$ cat config.mk
export PLATFORM = sky130hd
export DESIGN_NAME = sarlc_ctrl
export DESIGN_NICKNAME = d
export VERILOG_FILES = /design/src/rtl/sarlc_pkg.sv /design/src/rtl/sarlc_ctrl.sv
export VERILOG_INCLUDE_DIRS = /design/src /design/src/rtl
export SDC_FILE = /design/constraint.sdc
export NUM_CORES = 1
export LEC_CHECK = 0
export BUFFER_PORTS_ARGS = -buffer_cell sky130_fd_sc_hd__buf_2
export CORE_ASPECT_RATIO = 1.2
export CORE_MARGIN = 3
export CORE_UTILIZATION = 42
export DETAILED_ROUTE_END_ITERATION = 10
export PLACE_DENSITY = 0.67
export SYNTH_ARGS = -nofsm -noshare
export SYNTH_HDL_FRONTEND = slang
export SYNTH_SLANG_ARGS = --single-unit
$ cat constraint.sdc
create_clock -name sys_clk_i -period 2.55 [get_ports sys_clk_i]
set_input_delay 0.3825 -clock sys_clk_i [delete_from_list [all_inputs] [get_ports sys_clk_i]]
set_output_delay 0.3825 -clock sys_clk_i [all_outputs]
set_load 0.1 [all_outputs]
$ cat src/rtl/sarlc_map.svh
// What this block does
// - serial data changes on each output clock rise, most significant bit first
// - frame is 16 output clocks with byte select low, 8 when high
// - frame sync rising edges mark frame boundaries
// - chip select high floats data and sync, output clock stays driven
// - both conversion-start inputs act identically; unused one held at 0
// - power-down input low powers down, high runs normally
// - nap select high: nap after conversion end until next acquisition
// - topology select 1 means cascade, 0 means daisy chain
// - clock source select 1 uses internal clock, 0 external clock input
// - latency select 1 reads with latency, 0 without
// - busy is high exactly while a conversion runs
// - read request low asks for data; also the chain handshake
// - bus-in-use shows the device owns the shared serial bus
// - cascade: output clock driven when clock-drive select 1, floated when 0
// - read request fall, chip select low, wait, sample or nap: start read
// - msb on second clock rise after sync rise, then one per rise
// - start-convert rise starts sampling, fall starts conversion
// - start-convert fall during conversion aborts it; data becomes invalid
`ifndef SARLC_MAP_SVH
`define SARLC_MAP_SVH

`define SARLC_CLK_PERIOD_NS 8
`define SARLC_CONV_TIME_NS 400
`define SARLC_CONV_CYCLES ((`SARLC_CONV_TIME_NS + `SARLC_CLK_PERIOD_NS - 1) / `SARLC_CLK_PERIOD_NS)
`define SARLC_INT_CLK_HALF 1
`define SARLC_WORD_BITS 16
`define SARLC_FRAME_LONG 5'h10
`define SARLC_FRAME_BYTE 5'h08
`define SARLC_MSB_EDGE 5'h02
`define SARLC_LAST_EDGE 5'h11
`define SARLC_DONE_EDGE 5'h12
`define SARLC_WORD_RESET 16'h0000

`endif

$ cat src/rtl/sarlc_pkg.sv
package sarlc_pkg;

    typedef struct packed {
        logic conv_cmos_n;
        logic conv_lvds_n;
        logic cs_n;
        logic byte_sel;
        logic pd_n;
        logic nap_sel;
        logic cascade;
        logic clk_int;
        logic latency;
        logic rd_n;
        logic clk_drive;
        logic ext_clk;
        logic chain_d;
        logic chain_f;
    } sarlc_pins_t;

    typedef enum logic [2:0] {
        PH_WAIT,
        PH_SAMPLE,
        PH_CONV,
        PH_NAP,
        PH_DOWN
    } sarlc_phase_t;

    typedef enum logic [1:0] {
        RD_IDLE,
        RD_SEND,
        RD_FWD
    } sarlc_read_t;

endpackage

$ cat src/rtl/sarlc_ctrl.sv
`timescale 1ns/1ns
`include "sarlc_map.svh"

module sarlc_ctrl #(
    parameter int unsigned CONV_CYCLES = `SARLC_CONV_CYCLES,
    parameter int unsigned INT_HALF = `SARLC_INT_CLK_HALF
) (
    input wire logic sys_clk_i,
    input wire logic rst_n_i,
    input wire logic convert_start_cmos_n_i,
    input wire logic convert_start_lvds_n_i,
    input wire logic chip_select_n_i,
    input wire logic byte_frame_sel_i,
    input wire logic power_down_n_i,
    input wire logic nap_sel_i,
    input wire logic topology_sel_i,
    input wire logic clock_source_sel_i,
    input wire logic read_latency_sel_i,
    input wire logic read_request_n_i,
    input wire logic cascade_clock_drive_sel_i,
    input wire logic ext_clock_i,
    input wire logic chain_data_in_i,
    input wire logic chain_frame_in_i,
    input wire logic [`SARLC_WORD_BITS-1:0] sample_data_i,
    output logic serial_data_out_o,
    output logic serial_data_out_oe_n_o,
    output logic frame_sync_o,
    output logic frame_sync_oe_n_o,
    output logic out_clock_o,
    output logic out_clock_oe_n_o,
    output logic busy_o,
    output logic bus_in_use_o,
    output logic nap_o,
    output logic powered_down_o,
    output logic word_valid_o
);

    ////////////////////////////////////////////////////////////////////////////////
    // elaboration checks

    if (CONV_CYCLES < 1 || CONV_CYCLES > 65535) begin : g_bad_conv
        $error("conversion cycle count out of range");
    end
    if (INT_HALF < 1 || INT_HALF > 255) begin : g_bad_half
        $error("internal clock half period out of range");
    end

    ////////////////////////////////////////////////////////////////////////////////
    // pin synchronisers

    sarlc_pkg::sarlc_pins_t pin_raw;
    sarlc_pkg::sarlc_pins_t pin_s1;
    sarlc_pkg::sarlc_pins_t pin_s2;
    sarlc_pkg::sarlc_pins_t pin_s3;

    assign pin_raw = '{
        conv_cmos_n: convert_start_cmos_n_i,
        conv_lvds_n: convert_start_lvds_n_i,
        cs_n: chip_select_n_i,
        byte_sel: byte_frame_sel_i,
        pd_n: power_down_n_i,
        nap_sel: nap_sel_i,
        cascade: topology_sel_i,
        clk_int: clock_source_sel_i,
        latency: read_latency_sel_i,
        rd_n: read_request_n_i,
        clk_drive: cascade_clock_drive_sel_i,
        ext_clk: ext_clock_i,
        chain_d: chain_data_in_i,
        chain_f: chain_frame_in_i
    };

    always_ff @(posedge sys_clk_i or negedge rst_n_i) begin
        if (!rst_n_i) begin
            pin_s1 <= '0;
            pin_s2 <= '0;
            pin_s3 <= '0;
        end else begin
            pin_s1 <= pin_raw;
            pin_s2 <= pin_s1;
            pin_s3 <= pin_s2;
        end
    end

    // unused start input is held low, so an or merges both cleanly
    logic conv_lvl;
    logic conv_old;
    logic conv_rise;
    logic conv_fall;
    logic rd_fall;
    assign conv_lvl = pin_s2.conv_cmos_n | pin_s2.conv_lvds_n;
    assign conv_old = pin_s3.conv_cmos_n | pin_s3.conv_lvds_n;
    assign conv_rise = conv_lvl & ~conv_old;
    assign conv_fall = ~conv_lvl & conv_old;
    assign rd_fall = ~pin_s2.rd_n & pin_s3.rd_n;

    ////////////////////////////////////////////////////////////////////////////////
    // i/o clock source

    logic [7:0] div_cnt;
    logic int_clk;
    logic src_lvl;
    logic src_prev;
    logic io_rise;

    always_ff @(posedge sys_clk_i or negedge rst_n_i) begin
        if (!rst_n_i) begin
            div_cnt <= 8'h00;
            int_clk <= 1'b0;
        end else if (div_cnt == 8'(INT_HALF - 1)) begin
            div_cnt <= 8'h00;
            int_clk <= ~int_clk;
        end else begin
            div_cnt <= div_cnt + 8'h01;
        end
    end

    // internal rate is a divided system clock, far below the nominal link rate
    assign src_lvl = pin_s2.clk_int ? int_clk : pin_s2.ext_clk;
    assign io_rise = src_lvl & ~src_prev;

    always_ff @(posedge sys_clk_i or negedge rst_n_i) begin
        if (!rst_n_i) begin
            src_prev <= 1'b0;
            out_clock_o <= 1'b0;
        end else begin
            src_prev <= src_lvl;
            out_clock_o <= src_lvl;
        end
    end

    ////////////////////////////////////////////////////////////////////////////////
    // sample and convert phases

    sarlc_pkg::sarlc_phase_t phase;
    logic [15:0] conv_cnt;
    logic pend_sample;
    logic conv_done;
    assign conv_done = (phase == sarlc_pkg::PH_CONV) && (conv_cnt == 16'h0000);

    always_ff @(posedge sys_clk_i or negedge rst_n_i) begin
        if (!rst_n_i) begin
            phase <= sarlc_pkg::PH_DOWN;
            conv_cnt <= 16'h0000;
            pend_sample <= 1'b0;
        end else if (!pin_s2.pd_n) begin
            phase <= sarlc_pkg::PH_DOWN;
            pend_sample <= 1'b0;
        end else begin
            case (phase)
                sarlc_pkg::PH_DOWN: begin
                    phase <= sarlc_pkg::PH_WAIT;
                end
                sarlc_pkg::PH_WAIT, sarlc_pkg::PH_NAP: begin
                    if (conv_rise) begin
                        phase <= sarlc_pkg::PH_SAMPLE;
                    end
                end
                sarlc_pkg::PH_SAMPLE: begin
                    if (conv_fall) begin
                        phase <= sarlc_pkg::PH_CONV;
                        conv_cnt <= 16'(CONV_CYCLES - 1);
                    end
                end
                sarlc_pkg::PH_CONV: begin
                    if (conv_fall) begin
                        phase <= sarlc_pkg::PH_WAIT;
                        pend_sample <= 1'b0;
                    end else if (conv_done) begin
                        pend_sample <= 1'b0;
                        if (pend_sample || conv_rise) begin
                            phase <= sarlc_pkg::PH_SAMPLE;
                        end else if (pin_s2.nap_sel) begin
                            phase <= sarlc_pkg::PH_NAP;
                        end else begin
                            phase <= sarlc_pkg::PH_WAIT;
                        end
                    end else begin
                        conv_cnt <= conv_cnt - 16'h0001;
                        if (conv_rise) begin
                            pend_sample <= 1'b1;
                        end
                    end
                end
                default: begin
                    phase <= sarlc_pkg::PH_WAIT;
                end
            endcase
        end
    end

    ////////////////////////////////////////////////////////////////////////////////
    // result words

    logic [`SARLC_WORD_BITS-1:0] last_word;
    logic [`SARLC_WORD_BITS-1:0] prev_word;

    always_ff @(posedge sys_clk_i or negedge rst_n_i) begin
        if (!rst_n_i) begin
            last_word <= `SARLC_WORD_RESET;
            prev_word <= `SARLC_WORD_RESET;
            word_valid_o <= 1'b0;
        end else if (phase == sarlc_pkg::PH_CONV && conv_fall) begin
            word_valid_o <= 1'b0;
        end else if (conv_done) begin
            prev_word <= last_word;
            last_word <= sample_data_i;
            word_valid_o <= 1'b1;
        end
    end

    ////////////////////////////////////////////////////////////////////////////////
    // read cycle

    sarlc_pkg::sarlc_read_t rstate;
    logic [4:0] edge_cnt;
    logic [`SARLC_WORD_BITS-1:0] shift_word;
    logic read_ok;
    logic [4:0] bit_idx;
    assign read_ok = ~pin_s2.cs_n && (phase == sarlc_pkg::PH_WAIT
        || phase == sarlc_pkg::PH_SAMPLE || phase == sarlc_pkg::PH_NAP);
    assign bit_idx = `SARLC_LAST_EDGE - edge_cnt;

    always_ff @(posedge sys_clk_i or negedge rst_n_i) begin
        if (!rst_n_i) begin
            rstate <= sarlc_pkg::RD_IDLE;
            edge_cnt <= 5'h00;
            shift_word <= `SARLC_WORD_RESET;
            bus_in_use_o <= 1'b0;
            serial_data_out_o <= 1'b0;
            frame_sync_o <= 1'b0;
        end else if (pin_s2.cs_n || phase == sarlc_pkg::PH_DOWN) begin
            // floated outputs stay so until a new read begins
            rstate <= sarlc_pkg::RD_IDLE;
            bus_in_use_o <= 1'b0;
        end else begin
            case (rstate)
                sarlc_pkg::RD_IDLE: begin
                    if (rd_fall && read_ok) begin
                        rstate <= sarlc_pkg::RD_SEND;
                        bus_in_use_o <= 1'b1;
                        edge_cnt <= 5'h00;
                        shift_word <= pin_s2.latency ? prev_word : last_word;
                        serial_data_out_o <= 1'b0;
                        frame_sync_o <= 1'b0;
                    end
                end
                sarlc_pkg::RD_SEND: begin
                    if (io_rise) begin
                        if (edge_cnt == `SARLC_DONE_EDGE) begin
                            bus_in_use_o <= 1'b0;
                            frame_sync_o <= 1'b0;
                            rstate <= pin_s2.cascade ? sarlc_pkg::RD_IDLE
                                : sarlc_pkg::RD_FWD;
                        end else begin
                            edge_cnt <= edge_cnt + 5'h01;
                            // high for the first half of each frame slot
                            frame_sync_o <= pin_s2.byte_sel ? ~edge_cnt[2]
                                : ~edge_cnt[3];
                            if (edge_cnt >= `SARLC_MSB_EDGE) begin
                                serial_data_out_o <= shift_word[bit_idx[3:0]];
                            end
                        end
                    end
                end
                sarlc_pkg::RD_FWD: begin
                    if (pin_s2.rd_n) begin
                        rstate <= sarlc_pkg::RD_IDLE;
                    end else if (io_rise) begin
                        serial_data_out_o <= pin_s2.chain_d;
                        frame_sync_o <= pin_s2.chain_f;
                    end
                end
                default: begin
                    rstate <= sarlc_pkg::RD_IDLE;
                end
            endcase
        end
    end

    ////////////////////////////////////////////////////////////////////////////////
    // drivers and status

    logic drive_bus;
    assign drive_bus = (rstate != sarlc_pkg::RD_IDLE);
    assign serial_data_out_oe_n_o = ~drive_bus;
    assign frame_sync_oe_n_o = ~drive_bus;
    // clock is left running under chip select high so the receiver keeps lock
    assign out_clock_oe_n_o = (phase == sarlc_pkg::PH_DOWN)
        || (pin_s2.cascade && ~pin_s2.clk_drive);
    assign busy_o = (phase == sarlc_pkg::PH_CONV);
    assign nap_o = (phase == sarlc_pkg::PH_NAP);
    assign powered_down_o = (phase == sarlc_pkg::PH_DOWN);

endmodule // sarlc_ctrl

**Yosys cells after proc, flatten, opt, wreduce, memory -nomap -nowiden**

Index checks and enable logic that the tools add are counted.

- Memories kept: 0
- Bits in latches: 0
- Bits in registers: 120
- Memory bits (writable): 0
- Memory bits (read-only): 0
- Output and inout bits: 11

- Equality and inequality tests: 25
- Reductions and logical operators: 31
- Mux-type cells: 53
- Order comparisons: 2
- Add/subtract/negate cells: 4
- Bitwise logic cells: 18
- Divide/modulo/power cells: 0
- Multipliers: 0
- Shift-type cells: 0

Operators with widths:

| kind | number |
|---|---|
| two-way mux 16 bit | 4 |
| one-hot mux 16 bit (2 select lines) | 1 |
| two-way mux 1 bit | 24 |
| != test 2 bit (second input constant) | 10 |
| != test 3 bit (second input constant) | 6 |
| zero test 16 bit | 1 |
| two-way mux 2 bit | 8 |
| subtractor 16 x 1 -> 16 bit (second input constant) | 1 |
| two-way mux 3 bit | 5 |
| two-way mux 5 bit | 3 |
| inverter 1 bit | 12 |
| one-hot mux 5 bit (2 select lines) | 1 |
| AND reduction 5 bit | 2 |
| one-hot mux 3 bit (3 select lines) | 1 |
| adder 8 x 1 -> 8 bit (second input constant) | 1 |
| zero test 8 bit | 1 |
| two-way mux 8 bit | 1 |
| AND reduction 4 bit | 2 |
| AND reduction 8 bit | 1 |
| nonzero test 2 bit | 4 |
| equality test 3 x 2 -> 1 bit (second input constant) | 2 |
| one-hot mux 1 bit (3 select lines) | 2 |
| one-hot mux 2 bit (3 select lines) | 1 |
| AND reduction 3 bit | 2 |
| other kinds (23) | 37 |

**Logic depth before layout (Yosys ltp)**

Gate-level depths: netlist of run 1.

- Depth after elaboration: 9
- Mapped depth: 10
- Depth with buffers taken out: 7

**Worst setup path after synthesis of run 1**

No wires, ideal clock.

- Path type: reg2out
- From: reg phase[2]
- To: out out_clock_oe_n_o
- Cell stages (with the launch flop): 3
- Path slack: -1.495 ns
- Data required time: 2.168 ns
- Path buffers: 0
- Data arrival time: 3.663 ns
- Cell sequence: dfstp_2 -> nor3b_1 -> a21o_1

- Cells in the longest elaborated chain, start to end: 2

RTL lines:

| what | RTL line | source |
|---|---|---|
| start, declared | sarlc_ctrl.sv:135 | `sarlc_pkg::sarlc_phase_t phase;` |
| start signal, assigned | sarlc_ctrl.sv:143 | `phase <= sarlc_pkg::PH_DOWN;` |
| start signal, assigned | sarlc_ctrl.sv:147 | `phase <= sarlc_pkg::PH_DOWN;` |
| start signal, assigned | sarlc_ctrl.sv:152 | `phase <= sarlc_pkg::PH_WAIT;` |
| equality test 3 bit | n/a |  |
| via powered_down_o | sarlc_ctrl.sv:34 | `output logic powered_down_o,` |
| logical OR 1 bit | sarlc_ctrl.sv:290 | `\|\| (pin_s2.cascade && ~pin_s2.clk_drive);` |
| end, declared | sarlc_ctrl.sv:30 | `output logic out_clock_oe_n_o,` |

The timed path passes the listed nets, and every way through them passes these cells.

**Final worst setup path of run 1**

- From: reg conv_cnt[0]
- To: reg conv_cnt[8]

- Cells in the longest elaborated chain, start to end: 4
- Elaborated cells on any way between the ends: 8
- Classes of those cells: add/sub: 1; eq/ne: 1; mux: 3; reduce/logical: 3

RTL lines:

| what | RTL line | source |
|---|---|---|
| start, declared | sarlc_ctrl.sv:136 | `logic [15:0] conv_cnt;` |
| start signal, assigned | sarlc_ctrl.sv:162 | `conv_cnt <= 16'(CONV_CYCLES - 1);` |
| start signal, assigned | sarlc_ctrl.sv:179 | `conv_cnt <= conv_cnt - 16'h0001;` |
| subtractor 16 x 1 -> 16 bit or zero test 16 bit (tied branches) | sarlc_ctrl.sv:179, sarlc_ctrl.sv:139 |  |
| two-way mux 16 bit or logical AND 1 bit (tied branches) | sarlc_ctrl.sv:169, sarlc_ctrl.sv:139 |  |
| two-way mux 16 bit or != test 2 bit (tied branches) | n/a |  |
| one-hot mux 16 bit (2 select lines) or AND reduction 5 bit (tied branches) | n/a |  |

Parallel ways exist; a longest one is shown, timed or not. The select of a mux whose other input is x is not followed.
A chain may end at the register's enable or synchronous reset.

==> summary.md, run 1 <==
| Metric | Value |
|---|---|
| Post-synth net total | a little under 500 |
| Final hold vios | 0 |
| Slew Viols, Final | 0 |
| Capture point of the worst path | conv_cnt[8] |
| GRT Total Usage | 0.1576 |
| Wirelength per Cell | approximately 15 um |
| Mapped Area | between 5000 and 6000 um2 |
| Via density | between 5 and 6 |
| Syn_area_per_cell | around 12 um2 |
| Leakage | between 3 and 4 nW |
| Final Cell Area | 6558 um2 |
| Worst setup path category | reg -> reg |
| Mapped Cells | about 450 |
| CTS root buf | clkbuf_16 |
| Status | finished clean |
| Req. time, crit path | approximately 2800 ps |
| Post-route ant nets | 0 |
| Die Ht | between 100 and 150 um |
| Distinct cells, synth | 53 |
| CTS clk-pin slew, worst paths | 60 ps |
| Post-CTS Setup Inserts | 0 |
| Final-stage net count | 554 |
| Synth warn | 0 |
| First-pass GRT wire length | 17.53 mm |
| Share of cells above drive strength 1 | 0.2925 |
| FF-to-FF Start | conv_cnt[0] |
| Register-to-Register Path Depth | 9 |
| Critical Path Fanout Max | 9 |
| Adder-cell share of the synthesized area | 0.02755 |
| Crit path from | conv_cnt[0] |
| Post-synthesis xor/xnor area fraction | 0.01286 |
| Slew of the pin with the lowest slew margin | ~850 ps |
| Congestion Overflow GR | 0 |
| Synthesized flop and latch total | 120 |
| DR iter-0 viols | ~250 |
| Post-DP HPWL | approximately 7.0 mm |
| CTS tree | yes |
| Routed wire length | approximately 11 mm |
| Setup Skew | ~10 ps |
| Clock Tree Buf Depth | 2 |
| Synth Area in Compound Gates | 0.09736 |
| Clock latency at the later pin of the worst-skew pair | slightly above 400 ps |
| CP Launch Type | flip-flop |
| Placer Congestion | a little over 0.8 |
| Fin crit period | between 2000 and 2500 ps |
| Synth Flop Type | dfrtp_1 |
| Ant. Diodes | 0 |
| CP Capture Type | flip-flop |
| DRT Pass-1 Iters | 4 |
| Critical-path cell list | inv_1 -> ha_1 -> or3b_4 -> buf_6 -> or3_4 -> nor3_4 -> buf_2 -> or4b_2 -> a21oi_1 |
| Port bufs | 42 |
| Clock buffer count from CTS | 17 |
| Via count | between 3000 and 4000 |
| Rel. slew slack | 0.4312 |
| # rows | 44 |
| Reg2reg end | conv_cnt[8] |
| Syn-to-layout area delta | 20.34% |
| Vias in the first global route | around 3700 |
| Core area | approximately 12000 um2 |
| Htree depth | 4 |
| Final setup vio count | 0 |
| Placed Cells | between 600 and 700 |
| Initial antenna violation count | 0 |
| Ys async rst share | 1.000 |
| Area after DPL | 5903 um2 |
| RSZ-0062 raised after global routing | true |
| Largest net degree at the start of global routing | 74 |
| Post-synthesis mux area share | 0.1456 |
| Number of cells in the finished layout apart from fillers | about 680 |
| Worst path slowest cell | dfrtp_1 |
| Hold Crit Class | in -> reg |
| CP Data Arrival Time | ~2700 ps |
| Final worst-path cycle share | 0.9660 |
| IO Count | 43 |
| Filler instances | roughly 1000 |
| Sinks on the clock net | 120 |
| CP max stage delay | about 410 ps |
| Max_cap viols | 0 |
| Largest family of logic cells by synthesized area | multiplexers |
| Pwr/cell area | roughly 800 nW/um2 |
| Pwr Total | roughly 5.2 mW |
| Max IR drop VDD | between 400 and 500 uV |
| Starting density of the core | 0.4399 |
| Total die area | between 10000 and 15000 um2 |
| Hold slack | between 70 and 80 ps |
| Post-Synth Simple-Gate Area | 0.1352 |
| EDFF count, synth | 0 |
| Final core occ | 0.5294 |
| Max Freq | a little over 400 MHz |
| # DRC | 0 |
| Die X | 110.0 um |
| Seq/Total Area, Yosys | 0.5513 |
| Reg2Reg Setup Slack | between 80 and 90 ps |
[worst max-delay path: cells and delay by family (launching register included)]
kind | cells | cell delay (ps)
compound gates | 1 | 60
fa+ha+maj | 1 | 180
buf+inv | 3 | 450
flops | 1 | 410
simple gates | 4 | 1210
[what timing repair did]
item | 4_1_cts | 5_1_grt
endpoints found under the hold margin | 38 | 0
hold buffers | 1 | 0
resized for setup | 0 | 10
endpoints found under the setup margin | 0 | 44
[where the power goes]
part | total [mW] | leakage [nW] | internal, mW | switching, mW
sequential | 2.17 | 1.54 | 2.05 | 0.116
clock | 2.36 | 0.282 | 1.50 | 0.864
combinational | 0.690 | 1.26 | 0.292 | 0.398
[registers in the layout (all words and copies together) (netlist names), 2 cells and up]
signal,cells
conv_cnt,16
div_cnt,8
edge_cnt,5
last_word,16
phase,3
pin_s1,14
pin_s2,14
pin_s3,3
prev_word,16
rstate,2
shift_word,16
[cell families after synthesis]
| kind of cell | after synthesis |
|---|---|
| mux | 60 |
| xor+xnor | 8 |
| simple gates | 132 |
| fa+ha+maj | 12 |
| flops | 120 |
| buf+inv | 36 |
| compound gates | 83 |
[cells in the final DEF, fill, tap and decap left out, types with 4 or more instances in the layout]
master	n
nor2_1	15
o31ai_1	12
nor2b_1	4
or2_2	9
o21ai_0	26
nor3_1	4
o41ai_1	5
nand4_1	4
buf_2	42
inv_1	17
a21oi_1	17
or3_1	4
clkbuf_16	17
nand3_1	17
nand2b_1	9
or4_1	9
mux2_2	4
ha_1	12
buf_4	10
or4b_2	4
mux2_4	30
xnor2_1	6
mux2i_1	23
dfrtp_1	119
nand2_1	34
nor4_1	4
clkinvlp_4	4
[cell type report]
class / count / area (um2) / area share
Clock buffer: 19 / 452.9 / 0.06907
Multi-Input combinational cell: 295 / 2315 / 0.3530
Timing Repair Buffer: 59 / 376.6 / 0.05743
Inverter: 17 / 63.81 / 0.009731
Clock inverter: 13 / 143.9 / 0.02194
Sequential cell: 120 / 3004 / 0.4581
Tap cell: 161 / 201.4 / 0.03072
[synthesized netlist by cell type (all sizes together) (6+ instances only)]
master	count	area share
o31ai	12	0.017
nand2	35	0.025
nor2	15	0.010
xnor2	6	0.0096
o21ai	26	0.024
dfrtp	119	0.55
or2	9	0.010
inv	17	0.012
nand3	17	0.016
mux2	34	0.091
mux2i	23	0.042
or4	11	0.017
a21oi	17	0.016
nand2b	10	0.011
buf	6	0.0094
ha	12	0.028
clkbuf	13	0.0090
[through the flow]
step	TNS, ps	setup slack (ps)
after CTS	0	14.63
after detailed placement	0	40.14
final	0	86.77
after global placement	0	83.32
after floorplan	0	7.739
after global routing	-124.4	-27.21
[worst min path at each step]
| stage | startpoint | to | slack (ps) | depth (start not counted) |
|---|---|---|---|---|
| finish | byte_frame_sel_i | pin_s1[10] | 80 | 1 |
| global route | ext_clock_i | pin_s1[2] | 70 | 1 |
| CTS | power_down_n_i | pin_s1[9] | 70 | 1 |
| detailed placement | pin_s1[13] | pin_s2[13] | 330 | 0 |
| global placement | pin_s1[6] | pin_s2[6] | 330 | 0 |
| floorplan | rst_n_i | bus_in_use_o | 90 | 0 |
[routing by layer]
metal	up-vias	track usage	share of wire
met3	16	0.03538	0.031
met4	0	0.06676	0.017
met5	-	0	0
li1	1754	-	-
met2	65	0.2543	0.49
met1	1801	0.2050	0.46
No activity file was read; power rests on OpenSTA's default activity.
==> run 2, diff against run 1 <==
- CORE_UTILIZATION: 42 -> 54
- PLACE_DENSITY: 0.67 -> 0.81
==> summary.md, run 2 (synthesis results as in run 1) <==
| Metric | Value |
|---|---|
| Status | finished, violations left (was finished clean) |
| Failing checks | hold timing |
| Req. time, crit path | 2880 ps (was 2800 ps) |
| Clock buffer count from CTS | 17 (unchanged) |
| Commonest cells after routing, fill and taps aside | dfrtp_1, buf_2, nand2_1 (unchanged) |
| CTS root buf | clkbuf_16 (unchanged) |
| Final worst-path cycle share | 0.9685 (was 0.9660) |
| Via density | 5.696 (was 5.316) |
| CP Capture Type | flip-flop (unchanged) |
| Reg2Reg Setup Slack | 80 ps (was 90 ps) |
| Sinks on the clock net | 120 (unchanged) |
| Via count | 3674 (was 3636) |
| Ant. Diodes | 0 (unchanged) |
| IO Count | 43 (unchanged) |
| Footprint of the multi-input gates | 2310 um2 (was 2315 um2) |
| # DRC | 0 (unchanged) |
| CP Data Arrival Time | 2800 ps (was 2710 ps) |
| TNS Setup | 0 ps (unchanged) |
| FF+latch area | 3004 um2 (unchanged) |
| Die X | 97.70 um (was 110.0 um) |
| Sw frac | 0.2570 (was 0.2641) |
| Wirelength per Cell | 16.49 um (was 15.48 um) |
| Setup Skew | 10.28 ps (was 10.18 ps) |
| Area after DPL | 5871 um2 (was 5903 um2) |
| # rows | 39 (was 44) |
| RSZ-0062 raised after global routing | false (was true) |
| Max_cap viols | 0 (unchanged) |
| WL met1 | 4.581 mm (was 4.842 mm) |
| Combinational Power Share | 0.127 (was 0.132) |
| FF-to-FF Start | conv_cnt[7] (was conv_cnt[0]) |
| Slew Viols, Final | 0 (unchanged) |
| Final Cell Area | 6521 um2 (was 6558 um2) |
| CTS Hold Bufs | 0 (was 1) |
| Clock share of power | 0.468 (was 0.452) |
| Starting density of the core | 0.5640 (was 0.4399) |
| Core area | 9662 um2 (was 12390 um2) |
| CTS tree | yes (unchanged) |
| Total die area | 11340 um2 (was 14380 um2) |
| Port bufs | 42 (unchanged) |
| Fin crit period | 2470 ps (was 2463 ps) |
| Syn-to-layout area delta | 19.68% (was 20.34%) |
| Largest net degree at the start of global routing | 47 (was 74) |
| CTS clk-pin slew, worst paths | 60 ps (about the same) |
| Filler instances | 665 (was 1039) |
| Final setup vio count | 0 (unchanged) |
| Max Used Layer | met4 (unchanged) |
| Hold slack | -14.95 ps (was 78.62 ps) |
| Placer Congestion | 0.8538 (was 0.8252) |
| Register-to-Register Path Depth | 6 (was 9) |
| Clock latency at the later pin of the worst-skew pair | 400 ps (was 410 ps) |
| Routed wire length | 10.64 mm (was 10.59 mm) |
| Worst setup path category | reg -> reg (unchanged) |
| Max Freq | 404.9 MHz (was 406.0 MHz) |
| First-pass GRT wire length | 17.92 mm (was 17.53 mm) |
| Flop pwr share | 0.405 (was 0.415) |
| Post-route ant nets | 0 (unchanged) |
| Hold Crit Class | in -> async (was in -> reg) |
| Slew of the pin with the lowest slew margin | 865.3 ps (was 853.2 ps) |
| Vias in the first global route | 3816 (was 3652) |
| Htree depth | 4 (unchanged) |
| GRT Total Usage | 0.1993 (was 0.1576) |
| Critical Path Fanout Max | 5 (was 9) |
| Met3 wire length | 357 um (was 323 um) |
| Max IR drop VDD | 603.8 uV (was 496.2 uV) |
| Int Pwr | 3.992 mW (was 3.840 mW) |
| Final-stage net count | 553 (was 554) |
| Clock Tree Buf Depth | 2 (unchanged) |
| Commonest non-fill, non-tap cell in the layout | dfrtp_1 (unchanged) |
| DRT Pass-1 Iters | 4 (unchanged) |
| Share of cells above drive strength 1 | 0.2912 (was 0.2925) |
| CP Launch Type | flip-flop (unchanged) |
| DR WL met2 | 5.536 mm (was 5.237 mm) |
| Rel. slew slack | 0.4231 (was 0.4312) |
| DR iter-0 viols | 210 (was 248) |
| Congestion Overflow GR | 0 (unchanged) |
| Initial antenna violation count | 0 (unchanged) |
| Pwr/cell area | 823.8 nW/um2 (was 795.8 nW/um2) |
| Leakage | 3.082 nW (about the same) |
| Final hold vios | 6 (was 0) |
| Reg2reg end | conv_cnt[13] (was conv_cnt[8]) |
| Die Ht | 116.0 um (was 130.8 um) |
| Post-DP HPWL | 7.005 mm (was 7.040 mm) |
| P_sw | 1.381 mW (was 1.378 mW) |
==> run 2: cell count changes in the layout (fill, tap and decap cells not counted), moves of 2 or more <==
cell,delta
clkbuf_8,-2
inv_6,-2
bufinv_16,+2
buf_6,-3
buf_4,+5
clkinv_4,+3
buf_2,-2
==> run 2: metal layers <==
layer / track usage / up-vias
met5: 0 / -
met4: 0.07756 / 0
met3: 0.05057 / 15
met2: 0.3434 / 79
met1: 0.2433 / 1823
li1: - / 1757
==> run 2: what timing repair did <==
| action | 4_1_cts | 5_1_grt |
|---|---|---|
| setup endpoints to repair | 0 | 38 |
| buffers inserted | 0 | 1 |
| resized for setup | 0 | 4 |
| hold endpoints to repair | 0 | 0 |
==> run 2: area by class of cell <==
class,count,area share
repair buffers,58,0.05526
flip-flops and latches,120,0.4607
inverters,17,0.009785
well taps,123,0.02360
multi-input cells,295,0.3542
clock buffers,18,0.06581
clock inverters,14,0.03070
==> run 2: worst max path at each step <==
| stage | start | to | slack [ps] | cells after the start |
|---|---|---|---|---|
| final | conv_cnt[7] | conv_cnt[13] | 80 | 6 |
| after CTS | phase[1] | busy_o | 2 | 5 |
| after global placement | conv_cnt[7] | last_word[14] | 80 | 6 |
| after detailed placement | conv_cnt[7] | last_word[14] | 60 | 6 |
| after global routing | conv_cnt[7] | conv_cnt[14] | 3 | 6 |
| after floorplan | conv_cnt[0] | conv_cnt[0] | 8 | 10 |
==> run 2: critical path, stage by stage, from the launching register on <==
cell and delay [ps]:
dfrtp_1 390, or4_4 530, or4_4 450, buf_4 170
or3_1 320, or4_1 400, a21oi_1 150
==> run 2: power by group through the flow <==
stage	Combinational, mW	Clock (mW)	Sequential, mW
after CTS	0.684	2.55	2.18
after global placement	0.653	0	2.20
after global routing	0.758	2.64	2.20
final	0.683	2.51	2.18
after floorplan	0.470	0	2.19
after detailed placement	0.677	0	2.21
==> run 2: through the flow <==
step	hold WS [ps]	total power, mW	setup slack (ps)	util	cells
4_1_cts	2.024	5.409	2.158	0.6728	644
3_3_place_gp	333.1	2.849	83.91	0.6076	612
6_report	-14.95	5.372	80.37	0.6750	645
3_5_place_dp	334.7	2.884	59.78	0.6076	612
2_1_floorplan	86.91	2.662	7.739	-	451
5_1_grt	20.63	5.600	2.781	0.6750	645
==> run 3, diff against run 2 <==
- CORE_UTILIZATION: 54 -> 55
- PLACE_DENSITY: 0.81 -> 0.79
- clock period: 2.55 -> 2.9 ns (I/O delays scaled with it)
==> summary.md, run 3 (synthesis results as in run 1) <==
| Metric | Value |
|---|---|
| DP Worst Slack | 307.2 ps (was 59.78 ps) |
| Die X | 96.86 um (was 97.70 um) |
| Leakage | 3.021 nW (was 3.082 nW) |
| CTS Hold Bufs | 0 (unchanged) |
| Vias in the first global route | 3708 (was 3816) |
| Post-CTS Setup Inserts | 0 (unchanged) |
| Status | finished clean (was finished, violations left) |
| TNS Setup | 0 ps (unchanged) |
| DR iter-0 viols | 188 (was 210) |
| Post-CTS resize count | 0 (unchanged) |
| # rows | 39 (unchanged) |
| Ant. Diodes | 0 (unchanged) |
| Largest net degree at the start of global routing | 78 (was 47) |
| CP Capture Type | output port (was flip-flop) |
| Pwr Total | 4.595 mW (was 5.372 mW) |
| DRT Pass-1 Iters | 5 (was 4) |
| Post-route ant nets | 0 (unchanged) |
| Critical Path Fanout Max | 8 (was 5) |
| Htree depth | 4 (unchanged) |
| IO Count | 43 (unchanged) |
| Pwr/cell area | 717.3 nW/um2 (was 823.8 nW/um2) |
| First-pass GRT wire length | 17.74 mm (was 17.92 mm) |
| Final setup vio count | 0 (unchanged) |
| Crit path from | phase[1] (was conv_cnt[7]) |
| Clock latency at the later pin of the worst-skew pair | 410 ps (was 400 ps) |
| Hold Crit Class | in -> async (unchanged) |
| FF-to-FF Start | conv_cnt[6] (was conv_cnt[7]) |
| Slew of the pin with the lowest slew margin | 865.5 ps (was 865.3 ps) |
| Clock Tree Buf Depth | 2 (unchanged) |
| Clock buffer count from CTS | 17 (unchanged) |
| Commonest cells after routing, fill and taps aside | dfrtp_1, buf_2, nand2_1 (unchanged) |
| Congestion Overflow GR | 0 (unchanged) |
| CTS tree | yes (unchanged) |
| Fin worst setup slack | 256.0 ps (was 80.37 ps) |
| Req. time, crit path | 2470 ps (was 2880 ps) |
| Final-stage net count | 541 (was 553) |
| CP Launch Type | flip-flop (unchanged) |
| Sinks on the clock net | 120 (unchanged) |
| Max IR drop VDD | 561.8 uV (was 603.8 uV) |
| Setup Skew | 10.08 ps (was 10.28 ps) |
| Routed wire length | 10.09 mm (was 10.64 mm) |
| Placer Congestion | 0.8306 (was 0.8538) |
| Share of cells above drive strength 1 | 0.2686 (was 0.2912) |
| CP Data Arrival Time | 2210 ps (was 2800 ps) |
| Syn-to-layout area delta | 17.57% (was 19.68%) |
| Core area | 9613 um2 (was 9662 um2) |
| Via density | 5.724 (was 5.696) |
| CTS root buf | clkbuf_16 (unchanged) |
| Worst setup path category | reg -> out (was reg -> reg) |
| Commonest non-fill, non-tap cell in the layout | dfrtp_1 (unchanged) |
| Final hold vios | 0 (was 6) |
| # DRC | 0 (unchanged) |
| CTS clk-pin slew, worst paths | 60 ps (about the same) |
| RSZ-0062 raised after global routing | false (unchanged) |
| Final worst-path cycle share | 0.9117 |
| Max Freq | between 300 and 400 MHz |
| Slew Viols, Final | 0 (unchanged) |
| Port bufs | 42 (unchanged) |
| Post-DP HPWL | 6.682 mm (was 7.005 mm) |
| GRT Total Usage | 0.1983 (was 0.1993) |
| Initial antenna violation count | 0 (unchanged) |
| Max_cap viols | 0 (unchanged) |
| Wirelength per Cell | 15.94 um (was 16.49 um) |
| Starting density of the core | 0.5668 (was 0.5640) |
| Fin crit period | 2644 ps |
| Rel. slew slack | 0.4230 (was 0.4231) |
| Total die area | 11140 um2 (was 11340 um2) |
| Via count | 3623 (was 3674) |
| Die Ht | 115.0 um (was 116.0 um) |
==> run 3: changes by cell type in the layout (fill, tap and decap cells not counted), moves of 2 or more <==
cell	before	now
clkinv_2	1	4
clkinv_4	5	2
buf_4	15	2
clkbuf_8	0	2
==> run 3: power breakdown <==
group,total (mW),switching (mW),internal [mW]
Sequential,1.92,0.121,1.80
Combinational,0.554,0.320,0.233
Clock,2.12,0.726,1.39
==> run 3: final cells by class <==
| class | count | area [um2] |
|---|---|---|
| tap | 123 | 153.9 |
| multi-input combinational | 295 | 2297 |
| inverter | 17 | 63.81 |
| fill | 690 | 3207 |
| sequential | 120 | 3004 |
| timing repair buffer | 46 | 280.3 |
| clock buffer | 20 | 456.7 |
| clock inverter | 12 | 150.1 |
==> run 3: worst max-delay path, stage by stage, from the launching register on <==
cell      delay [ps]
dfrtp_1          510
nor2b_1          340
nand2b_1         310
inv_1            190
buf_2            450
==> run 3: routing by layer <==
layer | track usage | wire (um)
met1 | 0.2516 | 4482
met2 | 0.3241 | 5062
met3 | 0.04794 | 349
met4 | 0.09457 | 195
met5 | 0 | 0
==> run 3: through the flow <==
step                instances  area, um2  hold slack, ps  utilization
floorplan                 451       5460           139.4            -
CTS                       633       6406           38.79       0.6664
global placement          601       5799           334.3       0.6033
finish                    633       6406           18.09       0.6664
global route              633       6406           60.75       0.6664
detailed placement        601       5799           335.5       0.6033
==> run 3: final timing paths <==
| path | to | slack, ps | depth (start not counted) |
|---|---|---|---|
| worst max-delay path | busy_o | 260 | 4 |
| worst min-delay path | bus_in_use_o | 20 | 1 |
| worst max register to register | prev_word[13] | 290 | 6 |
| worst min register to register | pin_s2[6] | 340 | 0 |
| max in group asynchronous | phase[2] | 2060 | 2 |
| min in group sys_clk_i | pin_s1[2] | 130 | 1 |
